$ cat src/verilog/adc_regs_pkg.sv
// Constants for the serial register access block of the quad converter
// How it works
// - Writes to read-only registers and reads of write-only ones change nothing.
// - Writes to no-operation slots or the reserved register are ignored.
// - Reads of no-operation or reserved slots return conversion results next frame.
// - A register transfer is 16 serial clocks when the checksum is off.
// - First four bits: write/read select, then three register-select bits, MSB first.
// - Write to a valid writable register loads its writable data bits; only the limits take all twelve.
// - Read request puts the register on the primary output next access.
// - Read request to select 0, 6 or 7 yields conversion results next.
// - Bits 15 to 12 of each register word carry its own address.
// - Bit 9 of device configuration picks block or rolling averaging.
// - Ratio field bits 8 to 6: 000 disables, 001 gives 2x, all converters.
// - Checksum enable bit changes only with a valid checksum, else frame dropped.
// - Resolution boost adds two bits, ignored while ratio field is zero.
// - Threshold flag replaces second output only when lane select equals 01.
// - Power-down select bit 0: 0 normal operation, 1 shutdown.
package adc_regs_pkg;
    // Register selects
    localparam logic [2:0] SEL_NOP0 = 3'h0;
    localparam logic [2:0] SEL_DEV_CFG = 3'h1;
    localparam logic [2:0] SEL_OUT_CFG = 3'h2;
    localparam logic [2:0] SEL_LIMIT_FLAGS = 3'h3;
    localparam logic [2:0] SEL_LOWER = 3'h4;
    localparam logic [2:0] SEL_UPPER = 3'h5;
    // Frame layout
    localparam int FRAME_BITS = 16;
    localparam int CRC_FRAME_BITS = 24;
    localparam int WR_BIT = 15;
    localparam int SEL_HI = 14;
    localparam int SEL_LO = 12;
    // Device configuration fields
    localparam int AVG_STYLE_BIT = 9;
    localparam int OSR_HI = 8;
    localparam int OSR_LO = 6;
    localparam int CRC_W_BIT = 5;
    localparam int CRC_R_BIT = 4;
    localparam int ALERT_EN_BIT = 3;
    localparam int RES_BIT = 2;
    localparam int PD_BIT = 0;
    // Output configuration fields
    localparam int LANE_HI = 9;
    localparam int LANE_LO = 8;
    localparam logic [1:0] LANE_ONE_WIRE = 2'h1;
    // Writable masks and reset values
    localparam logic [11:0] DEV_CFG_MASK = 12'h3fd;
    localparam logic [11:0] OUT_CFG_MASK = 12'h300;
    localparam logic [11:0] DEV_CFG_RST = 12'h000;
    localparam logic [11:0] OUT_CFG_RST = 12'h000;
    localparam logic [11:0] LOWER_RST = 12'h800;
    localparam logic [11:0] UPPER_RST = 12'h7ff;
    // Ratio codes
    localparam logic [2:0] OSR_MAX_CODE = 3'h5;
    // Write checksum
    localparam logic [7:0] CRC_POLY = 8'h07;
    localparam logic [7:0] CRC_INIT = 8'hff;
endpackage : adc_regs_pkg

$ cat src/verilog/adc_reg_access.sv
// Serial register access and configuration store of the quad converter
`timescale 1ns/10ps
module adc_reg_access
    import adc_regs_pkg::*;
(
    // Clock, reset, enable
    input wire logic i_mclk,
    input wire logic i_nrst,
    input wire logic i_ce,
    // Serial link pins
    input wire logic i_sclk,
    input wire logic i_cs_n,
    input wire logic i_sdi,
    output logic o_primary_result_output,
    output logic o_second_result_output,
    // Conversion results and limit flags
    input wire logic [15:0] i_result_a,
    input wire logic [15:0] i_result_b,
    input wire logic [15:0] i_result_c,
    input wire logic [15:0] i_result_d,
    input wire logic [11:0] i_limit_flags,
    // Configuration outputs
    output logic o_averaging_style,
    output logic [2:0] o_oversample_ratio,
    output logic o_resolution_boost,
    output logic o_crc_read_en,
    output logic o_power_down_select,
    output logic [1:0] o_output_lane_select,
    output logic o_alert_en,
    output logic [11:0] o_lower_limit,
    output logic [11:0] o_upper_limit
);
    typedef struct packed {
        logic sclk;
        logic cs_n;
        logic [23:0] in_sr;
        logic [4:0] cnt;
        logic [63:0] out_a;
        logic [15:0] out_b;
        logic rd_pend;
        logic [2:0] rd_addr;
        logic [11:0] dev_cfg;
        logic [11:0] out_cfg;
        logic [11:0] lower;
        logic [11:0] upper;
        logic sdo_a;
        logic sdo_b;
        logic avg;
        logic [2:0] oversample_ratio;
        logic res;
        logic crc_r;
        logic pd;
        logic [1:0] lane;
        logic alert_en;
    } state_s;

    state_s q;
    state_s d;
    logic [2:0] pins;
    logic s_sclk;
    logic s_cs_n;
    logic s_sdi;

    pin_sync #(
        .W(3),
        .RST_VAL(3'h3)
    ) u_sync (
        .i_mclk(i_mclk),
        .i_nrst(i_nrst),
        .i_ce(i_ce),
        .i_async({i_sclk, i_cs_n, i_sdi}),
        .o_level(pins)
    );
    assign s_sclk = pins[2];
    assign s_cs_n = pins[1];
    assign s_sdi = pins[0];

    function automatic logic [7:0] crc8(input logic [15:0] w);
        logic [7:0] c;
        c = CRC_INIT;
        for (int i = 15; i >= 0; i--) begin
            if (c[7] ^ w[i]) begin
                c = {c[6:0], 1'b0} ^ CRC_POLY;
            end else begin
                c = {c[6:0], 1'b0};
            end
        end
        return c;
    endfunction : crc8

    logic cs_fall;
    logic cs_rise;
    logic sck_rise;
    logic sck_fall;
    logic [15:0] word;
    logic len_ok;
    logic crc_ok;
    logic is_wr;
    logic [2:0] sel;
    logic [11:0] dat;
    logic wr_legal;
    logic wr_apply;
    logic rd_req;
    logic [15:0] rd_word;

    always_comb begin
        d = q;
        d.sclk = s_sclk;
        d.cs_n = s_cs_n;
        cs_fall = q.cs_n & ~s_cs_n;
        cs_rise = ~q.cs_n & s_cs_n;
        sck_rise = ~q.sclk & s_sclk & ~s_cs_n;
        sck_fall = q.sclk & ~s_sclk & ~s_cs_n;
        len_ok = (q.cnt == 5'(FRAME_BITS)) || (q.cnt == 5'(CRC_FRAME_BITS));
        word = (q.cnt == 5'(CRC_FRAME_BITS)) ? q.in_sr[23:8] : q.in_sr[15:0];
        crc_ok = (q.cnt == 5'(CRC_FRAME_BITS)) && (q.in_sr[7:0] == crc8(word));
        is_wr = word[WR_BIT];
        sel = word[SEL_HI:SEL_LO];
        dat = word[11:0];
        if (q.dev_cfg[CRC_W_BIT]) begin
            wr_legal = crc_ok;
        end else begin
            wr_legal = crc_ok || ((q.cnt == 5'(FRAME_BITS))
                && !((sel == SEL_DEV_CFG) && dat[CRC_W_BIT]));
        end
        wr_apply = cs_rise && is_wr && wr_legal;
        rd_req = cs_rise && !is_wr && len_ok;
        case (q.rd_addr)
            SEL_DEV_CFG: rd_word = {1'b0, SEL_DEV_CFG, q.dev_cfg};
            SEL_OUT_CFG: rd_word = {1'b0, SEL_OUT_CFG, q.out_cfg};
            SEL_LIMIT_FLAGS: rd_word = {1'b0, SEL_LIMIT_FLAGS, i_limit_flags};
            SEL_LOWER: rd_word = {1'b0, SEL_LOWER, q.lower};
            SEL_UPPER: rd_word = {1'b0, SEL_UPPER, q.upper};
            default: rd_word = 16'h0000;
        endcase

        if (cs_fall) begin
            d.cnt = 5'h00;
            d.out_b = i_result_b;
            d.rd_pend = 1'b0;
            if (q.rd_pend) begin
                d.out_a = {rd_word, 48'h000000000000};
            end else begin
                d.out_a = {i_result_a, i_result_b, i_result_c, i_result_d};
            end
        end
        if (sck_rise) begin
            d.in_sr = {q.in_sr[22:0], s_sdi};
            if (q.cnt != 5'h1f) begin
                d.cnt = q.cnt + 5'h01;
            end
        end
        if (sck_fall) begin
            d.out_a = {q.out_a[62:0], 1'b0};
            d.out_b = {q.out_b[14:0], 1'b0};
        end

        // load data bits; other selects dropped
        if (wr_apply) begin
            case (sel)
                SEL_DEV_CFG: d.dev_cfg = dat & DEV_CFG_MASK;
                SEL_OUT_CFG: d.out_cfg = dat & OUT_CFG_MASK;
                SEL_LOWER: d.lower = dat;
                SEL_UPPER: d.upper = dat;
                default: d.dev_cfg = q.dev_cfg;
            endcase
        end
        // no-op reads fall back to results
        if (rd_req) begin
            if ((sel >= SEL_DEV_CFG) && (sel <= SEL_UPPER)) begin
                d.rd_pend = 1'b1;
                d.rd_addr = sel;
            end else begin
                d.rd_pend = 1'b0;
            end
        end

        d.avg = d.dev_cfg[AVG_STYLE_BIT];
        if (d.dev_cfg[OSR_HI:OSR_LO] <= OSR_MAX_CODE) begin
            d.oversample_ratio = d.dev_cfg[OSR_HI:OSR_LO];
        end else begin
            d.oversample_ratio = 3'h0;
        end
        d.res = d.dev_cfg[RES_BIT] && (d.oversample_ratio != 3'h0);
        d.crc_r = d.dev_cfg[CRC_R_BIT];
        d.pd = d.dev_cfg[PD_BIT];
        d.lane = d.out_cfg[LANE_HI:LANE_LO];
        // flag pin only on one-wire lane
        d.alert_en = d.dev_cfg[ALERT_EN_BIT] && (d.lane == LANE_ONE_WIRE);
        d.sdo_a = d.out_a[63];
        d.sdo_b = d.alert_en ? (|i_limit_flags) : d.out_b[15];
    end

    always_ff @(posedge i_mclk or negedge i_nrst) begin
        if (!i_nrst) begin
            q <= '0;
            q.sclk <= 1'b0;
            q.cs_n <= 1'b1;
            q.dev_cfg <= DEV_CFG_RST;
            q.out_cfg <= OUT_CFG_RST;
            q.lower <= LOWER_RST;
            q.upper <= UPPER_RST;
        end else if (i_ce) begin
            q <= d;
        end
    end

    assign o_primary_result_output = q.sdo_a;
    assign o_second_result_output = q.sdo_b;
    assign o_averaging_style = q.avg;
    assign o_oversample_ratio = q.oversample_ratio;
    assign o_resolution_boost = q.res;
    assign o_crc_read_en = q.crc_r;
    assign o_power_down_select = q.pd;
    assign o_output_lane_select = q.lane;
    assign o_alert_en = q.alert_en;
    assign o_lower_limit = q.lower;
    assign o_upper_limit = q.upper;
endmodule : adc_reg_access

$ cat src/verilog/pin_sync.sv
// Three-stage pin synchroniser with agreement filter
`timescale 1ns/10ps
module pin_sync #(
    parameter int W = 1,
    parameter logic [W-1:0] RST_VAL = '0
) (
    // Clock and control
    input wire logic i_mclk,
    input wire logic i_nrst,
    input wire logic i_ce,
    // Pins
    input wire logic [W-1:0] i_async,
    output logic [W-1:0] o_level
);
    typedef struct packed {
        logic [W-1:0] ff1;
        logic [W-1:0] ff2;
        logic [W-1:0] ff3;
        logic [W-1:0] lvl;
    } sync_s;

    sync_s q;
    sync_s d;

    always_comb begin
        d = q;
        d.ff1 = i_async;
        d.ff2 = q.ff1;
        d.ff3 = q.ff2;
        // Only move once the two later stages agree
        d.lvl = (~(q.ff2 ^ q.ff3) & q.ff3) | ((q.ff2 ^ q.ff3) & q.lvl);
    end

    always_ff @(posedge i_mclk or negedge i_nrst) begin
        if (!i_nrst) begin
            q <= {RST_VAL, RST_VAL, RST_VAL, RST_VAL};
        end else if (i_ce) begin
            q <= d;
        end
    end

    assign o_level = q.lvl;
endmodule : pin_sync
$ cat config.mk
export PLATFORM = sky130hd
export DESIGN_NAME = adc_reg_access
export DESIGN_NICKNAME = d
export VERILOG_FILES = /design/src/verilog/adc_regs_pkg.sv /design/src/verilog/adc_reg_access.sv /design/src/verilog/pin_sync.sv
export SDC_FILE = /design/constraint.sdc
export NUM_CORES = 1
export LEC_CHECK = 0
export BUFFER_PORTS_ARGS = -buffer_cell sky130_fd_sc_hd__buf_2
export CAP_MARGIN = 20
export CORE_MARGIN = 2
export CORE_UTILIZATION = 35
export DETAILED_ROUTE_END_ITERATION = 12
export PLACE_DENSITY_LB_ADDON = 0.25
export SYNTH_ARGS = -nofsm -noshare
export SYNTH_HDL_FRONTEND = slang
export SYNTH_SLANG_ARGS = --single-unit
$ cat constraint.sdc
create_clock -name i_mclk -period 9.5 [get_ports i_mclk]
set_input_delay 2.85 -clock i_mclk [delete_from_list [all_inputs] [get_ports i_mclk]]
set_output_delay 2.85 -clock i_mclk [all_outputs]
set_load 0.05 [all_outputs]
# Yosys cells after proc, flatten, opt, wreduce, memory -nomap -nowiden
# Index checks and enable logic that the tools add are counted.
[classes]
reduce_logical = 25
eq_ne = 14
n_addsub = 1
multipliers = 0
bitwise = 45
n_mux = 34
div_mod_pow = 0
magnitude_cmp = 3
shifts = 0
[ops]
columns = ["op", "count"]
rows = [
  ["$mux W86", 1],
  ["$mux W80", 1],
  ["$pmux W15 S5", 1],
  ["$mux W64", 1],
  ["$mux W3", 18],
  ["$not A3 Y3", 16],
  ["$mux W46", 1],
  ["$mux W12", 2],
  ["$mux W10", 2],
  ["$mux W16", 1],
  ["$eq A3 B3 Y1 const B", 4],
  ["$reduce_and A3 Y1", 4],
  ["$reduce_or A12 Y1", 1],
  ["$eq A5 B5 Y1 const B", 2],
  ["$logic_and A1 B1 Y1", 10],
  ["$mux W5", 2],
  ["$xor A1 B1 Y1", 10],
  ["$eq A3 B2 Y1 const B", 3],
  ["$eq A8 B8 Y1", 1],
  ["$and A1 B1 Y1", 6],
  ["$and A3 B3 Y3", 2],
  ["$eq A3 B1 Y1 const B", 2],
  ["$le A3 B3 Y1 const B", 2],
  ["$reduce_and A2 Y1", 3],
  ["14 further kinds", 26],
]
[totals]
elab_cells = 148
regBits = 171
memories = 0
latch_bits = 0
romBits = 0
input_bits = 82
mem_bits_rw = 0
out_inout_bits = 36

# Depth between registers and ports, before layout
[depth]
word_depth = 43
mapped_depth = 19
depth_no_buf = 18

# By module
# A second synthesis with hierarchy kept.
[unflattened]
cells_unflattened = 916
area_unflattened_um2 = 9260.1
[by_module_without_submodules]
columns = ["mod", "seq_area_each_um2", "n_inst", "area_each_um2", "cells_per_inst"]
rows = [
  ["adc_reg_access", 3920.0, 1, 8714.6, 877],
  ["pin_sync", 310.3, 1, 545.5, 39],
]

# Worst setup path before layout
# No wires, ideal clock.
[synth_path]
kind = "input -> register"
startpoint = "input port i_ce"
endpoint = "register q[112] (netlist bit)"
path_stages = 7
arrival_ns = 4.193
setup_time_ns = 0.142
setup_slack_ns = 5.165
n_path_buf = 4
required_time_ns = 9.358
path_cell_list = "clkbuf_1 -> nand2b_1 -> o21bai_1 -> clkbuf_1 -> clkbuf_1 -> buf_1 -> o221ai_1"
[synth_between]
elab_chain_cells = 1
[synth_lines]
columns = ["item", "line", "text"]
rows = [
  ["start, declared", "adc_reg_access.sv:9", "input wire logic i_ce,"],
  ["$reduce_and A2 Y1 (no line)", "-", ""],
  ["end, declared", "adc_reg_access.sv:57", "state_s q;"],
]
# No other way between the ends.
# A chain may end at the register's enable or synchronous reset.

# Worst setup path after layout
[layout_path]
startpoint = "register q[145] (netlist bit)"
endpoint = "register q, in the netlist o_lower_limit[9]"
[layout_between]
elab_chain_cells = 20
elab_cells_between_ends = 61
cone_classes = "eq/ne (5); mux (18); bitwise (30); reduce/logical (8)"
[layout_lines]
columns = ["item", "line", "text"]
rows = [
  ["$eq A5 B5 Y1 (*)", "adc_reg_access.sv:115", "word = (q.cnt == 5'(CRC_FRAME_BITS)) ? q.in_sr[23:8] : q.in_sr[15:0];"],
  ["$mux W16 (*)", "adc_reg_access.sv:115", ""],
  ["named net word[12]", "adc_reg_access.sv:95", "logic [15:0] word;"],
  ["$xor A1 B1 Y1", "adc_reg_access.sv:82", "if (c[7] ^ w[i]) begin"],
  ["$mux W3", "adc_reg_access.sv:82", ""],
  ["$not A3 Y3 (no line)", "-", ""],
  ["$mux W3", "adc_reg_access.sv:82", ""],
  ["$not A3 Y3 (no line)", "-", ""],
  ["[5 not listed]", "-", ""],
  ["$not A3 Y3 (no line)", "-", ""],
  ["$mux W3", "adc_reg_access.sv:82", ""],
  ["$eq A8 B8 Y1", "adc_reg_access.sv:116", "crc_ok = (q.cnt == 5'(CRC_FRAME_BITS)) && (q.in_sr[7:0] == crc8(word));"],
  ["$logic_and A1 B1 Y1", "adc_reg_access.sv:116", ""],
  ["$logic_or A1 B1 Y1", "adc_reg_access.sv:123", "wr_legal = crc_ok || ((q.cnt == 5'(FRAME_BITS))"],
  ["$mux W1", "adc_reg_access.sv:120", "if (q.dev_cfg[CRC_W_BIT]) begin"],
  ["$logic_and A1 B1 Y1", "adc_reg_access.sv:126", "wr_apply = cs_rise && is_wr && wr_legal;"],
  ["$reduce_and A3 Y1 (no line) (*)", "-", ""],
]
# The timed path passes the listed nets; every way through them passes the cells marked *.

==> key figures <==
Final layout
  • Share of cells above drive strength 1: 28.3%
  • Leading cell types in the layout, fill and taps excluded: 160 x nand2_1, 147 x dfrtp_1, 116 x buf_2
  • # diodes: 0
  • Commonest non-fill, non-tap cell in the layout: nand2_1
  • Util after Layout: 40.5%
  • Area Growth Syn to Fin: 13.5%
  • # fillers: 2,504
  • Fin nets: 1,043

Critical path
  • Worst Path Max Fanout: 25
  • Critical Path Start Type: flip-flop
  • FF-to-FF path depth: 16
  • RR Startpoint: q[145]
  • FF-to-FF setup slack: 4.51 ns
  • Critical R2R Capture: o_lower_limit[9]
  • Arr. time, crit path: 5.29 ns
  • Worst path required time: 9.81 ns
  • Crit. End Element: flip-flop
  • Crit Path Class: reg -> reg

STA
  • FMAX: 201 MHz
  • Slew @ Worst Pin: 0.864 ns
  • Pins Over Slew Limit: 0
  • Post-layout minimum cycle time: 4.99 ns
  • RSZ-0062 raised after global routing: false
  • Count of final setup violators: 0
  • Setup Total Neg Slack: 0 ns
  • Layout Skew: 0.0117 ns
  • Final Hold Viols: 0
  • Slew HR: 42.4%
  • Fin crit share: 52.5%

Synth
  • Avg Inst Size Synth: 9.91 sq um
  • Mapped Area: 9020 sq um
  • Area leader, netlist: dfrtp_1
  • Register area share after synthesis: 46.9%
  • Synth Flop Type: dfrtp_1
  • Simple-gate portion of the synthesized area: 11.7%
  • Mux cell area share after synthesis: 11.9%
  • Mapped Cells: 910
  • Ys Warns: 0
  • Synth Area in Compound Gates: 16.1%
  • XOR/XNOR share of the synthesized area: 6.23%
  • EDFF count, synth: 0
  • #FFs+latches synth: 168
  • Synth top area share: 40.8%
  • Synth top area cells: dfrtp_1 41%, mux2_2 9.9%, a22oi_1 6.9%
  • Synth unique cells: 57
  • Largest family of logic cells by synthesized area: compound AO/OA/AOI/OAI gates
  • Synth Area in Adders: 0.693%
  • Post-synth ARST share: 100%
  • Syn nets: 997

Global route
  • Initial antenna violation count: 0
  • Total Routing Usage GR: 17.1%
  • Largest net degree at the start of global routing: 90
  • First-pass GRT wire length: 36.1 mm
  • Via count of the first global-routing pass: 6,557
  • Overflow after GRT: 0

Route
  • DRT Pass-1 Iters: 5
  • ANT nets after route: 0
  • Via/cell ratio: 5.16
  • Post-Route WL: 22.5 mm
  • DR iter-0 viols: 580
  • Post-DR wirelength/cell: 17.3 microns
  • Via count: 6,700
  • DRC viols: 0

Clock network
  • CTS tree: done
  • Clk sink count: 168
  • Post-CTS Setup Bufs: 0
  • Hold buffers post-CTS: 0
  • Htree depth: 4
  • Deepest clock path buffer count: 2
  • Clock transition at path regs: 0.07 ns
  • TritonCTS buffer count: 17
  • Clk_lat worst skew: 0.43 ns
  • Root buf cell: clkbuf_16
  • Post_cts resized: 0

Die
  • Initial Util: 35.7%
  • Die W: 165 microns
  • Top Ports: 118
  • Die Footprint: 27,100 sq um
  • Die Y: 165 microns
  • Row count: 58
  • Core area: 25,300 sq um

Min path
  • Hold crit path type: reg -> reg
  • Hold path cells: 2
  • Worst Hold End: q[110]
  • Min-delay src: q[110]

Run status
  • Outcome: finished clean

Job
  • Max Cap Violations: 0

Power
  • PD cells: 220 nW/um^2
  • Maximum VDD drop: 0.136 mV
  • Lkg Pwr: 4.58 nW

Placed design
  • HPWL after detailed placement: 15.2 mm
  • IO Port Bufs: 117
  • GPL Wtd Cong: 0.821
## routing by layer
metal	vias up	routed length, microns	track usage (%)
met5	-	0	0
met4	0	375	5.61
met3	25	711	2.56
met2	117	10500	26.2
met1	3299	10900	24.7
li1	3259	-	-
## worst max path at each step
stage                 from               end  slack (ns)
detailed placement    i_ce            q[108]        4.24
global route        q[145]  o_lower_limit[9]        4.16
global placement      i_ce             q[86]        4.31
CTS                 q[145]  o_lower_limit[9]        4.54
finish              q[145]  o_lower_limit[9]        4.51
floorplan             i_ce            q[112]        5.16
## metrics by stage
step                      hold slack, ns  instance area (sq um)  setup slack (ns)  total power, mW  instances
after floorplan                    0.447                   9020              5.16             1.38        910
after global placement             0.461                   9610              4.31             1.53       1266
after detailed placement           0.470                   9610              4.24             1.54       1266
after CTS                          0.487                  10200              4.54             2.28       1298
after global routing               0.509                  10200              4.16             2.41       1299
final                              0.484                  10200              4.51             2.26       1299
## Yosys cell counts, types with 4 or more instances
| cell type | instances |
|---|---|
| xor2_1 | 11 |
| nor3_1 | 4 |
| buf_4 | 29 |
| mux2i_1 | 18 |
| dfrtp_1 | 147 |
| buf_2 | 10 |
| mux2_2 | 79 |
| xnor3_1 | 5 |
| or3_1 | 4 |
| o22ai_1 | 10 |
| a22oi_1 | 83 |
| ha_1 | 5 |
| nand2b_1 | 6 |
| inv_1 | 19 |
| dfstp_2 | 21 |
| and2_1 | 4 |
| a21oi_1 | 21 |
| clkbuf_1 | 51 |
| buf_1 | 7 |
| xnor2_1 | 33 |
| nand3_1 | 13 |
| o21ai_0 | 94 |
| nor2_1 | 22 |
| nand2_1 | 160 |
| nor2b_1 | 8 |
## worst max-delay path: stages (launching register included)
cell      delay (ns)
dfrtp_1         0.42
inv_1           0.10
ha_1            0.19
nand4b_2        0.61
nand2_1         0.25
nand2_1         0.14
inv_1           0.10
ha_1            0.24
xor2_1          0.29
xnor2_1         0.18
xnor2_1         0.10
or3_1           0.40
a221oi_2        0.27
a21oi_2         0.15
nor3b_2         0.31
nand3_1         0.61
mux2_2          0.50
## state kept, by name, indices dropped and copies added (netlist names), named ones only
register / flops
o_alert_en: 1
q: 126
o_upper_limit: 12
o_second_result_output: 1
o_oversample_ratio: 3
o_lower_limit: 12
u_sync.d: 6
o_resolution_boost: 1
u_sync.q: 3
## kinds of logic (layout without fill, tap and decap cells)
family | after synthesis | count (layout)
and+or+nand+nor | 239 | 239
AOI/OAI and AO/OA | 230 | 230
DFF | 168 | 168
buffers and inverters | 119 | 178
muxes | 97 | 97
xor gates and xnor gates | 52 | 52
adders and majority gates | 5 | 5
## report_power, final
group          internal [mW]  switching (mW)
clock                  0.406           0.322
combinational          0.200           0.306
sequential             0.898           0.124
total                   1.50           0.752
## layout make-up
type,count,area [sq um],area share [%]
repair buffers,127,674,6.59
well taps,330,413,4.03
clock inverters,14,176,1.72
multi-input cells,623,4230,41.3
inverters,19,71.3,0.697
flip-flops and latches,168,4230,41.3
clock buffers,18,439,4.29
Note: power is estimated with default switching activity, not from simulation.
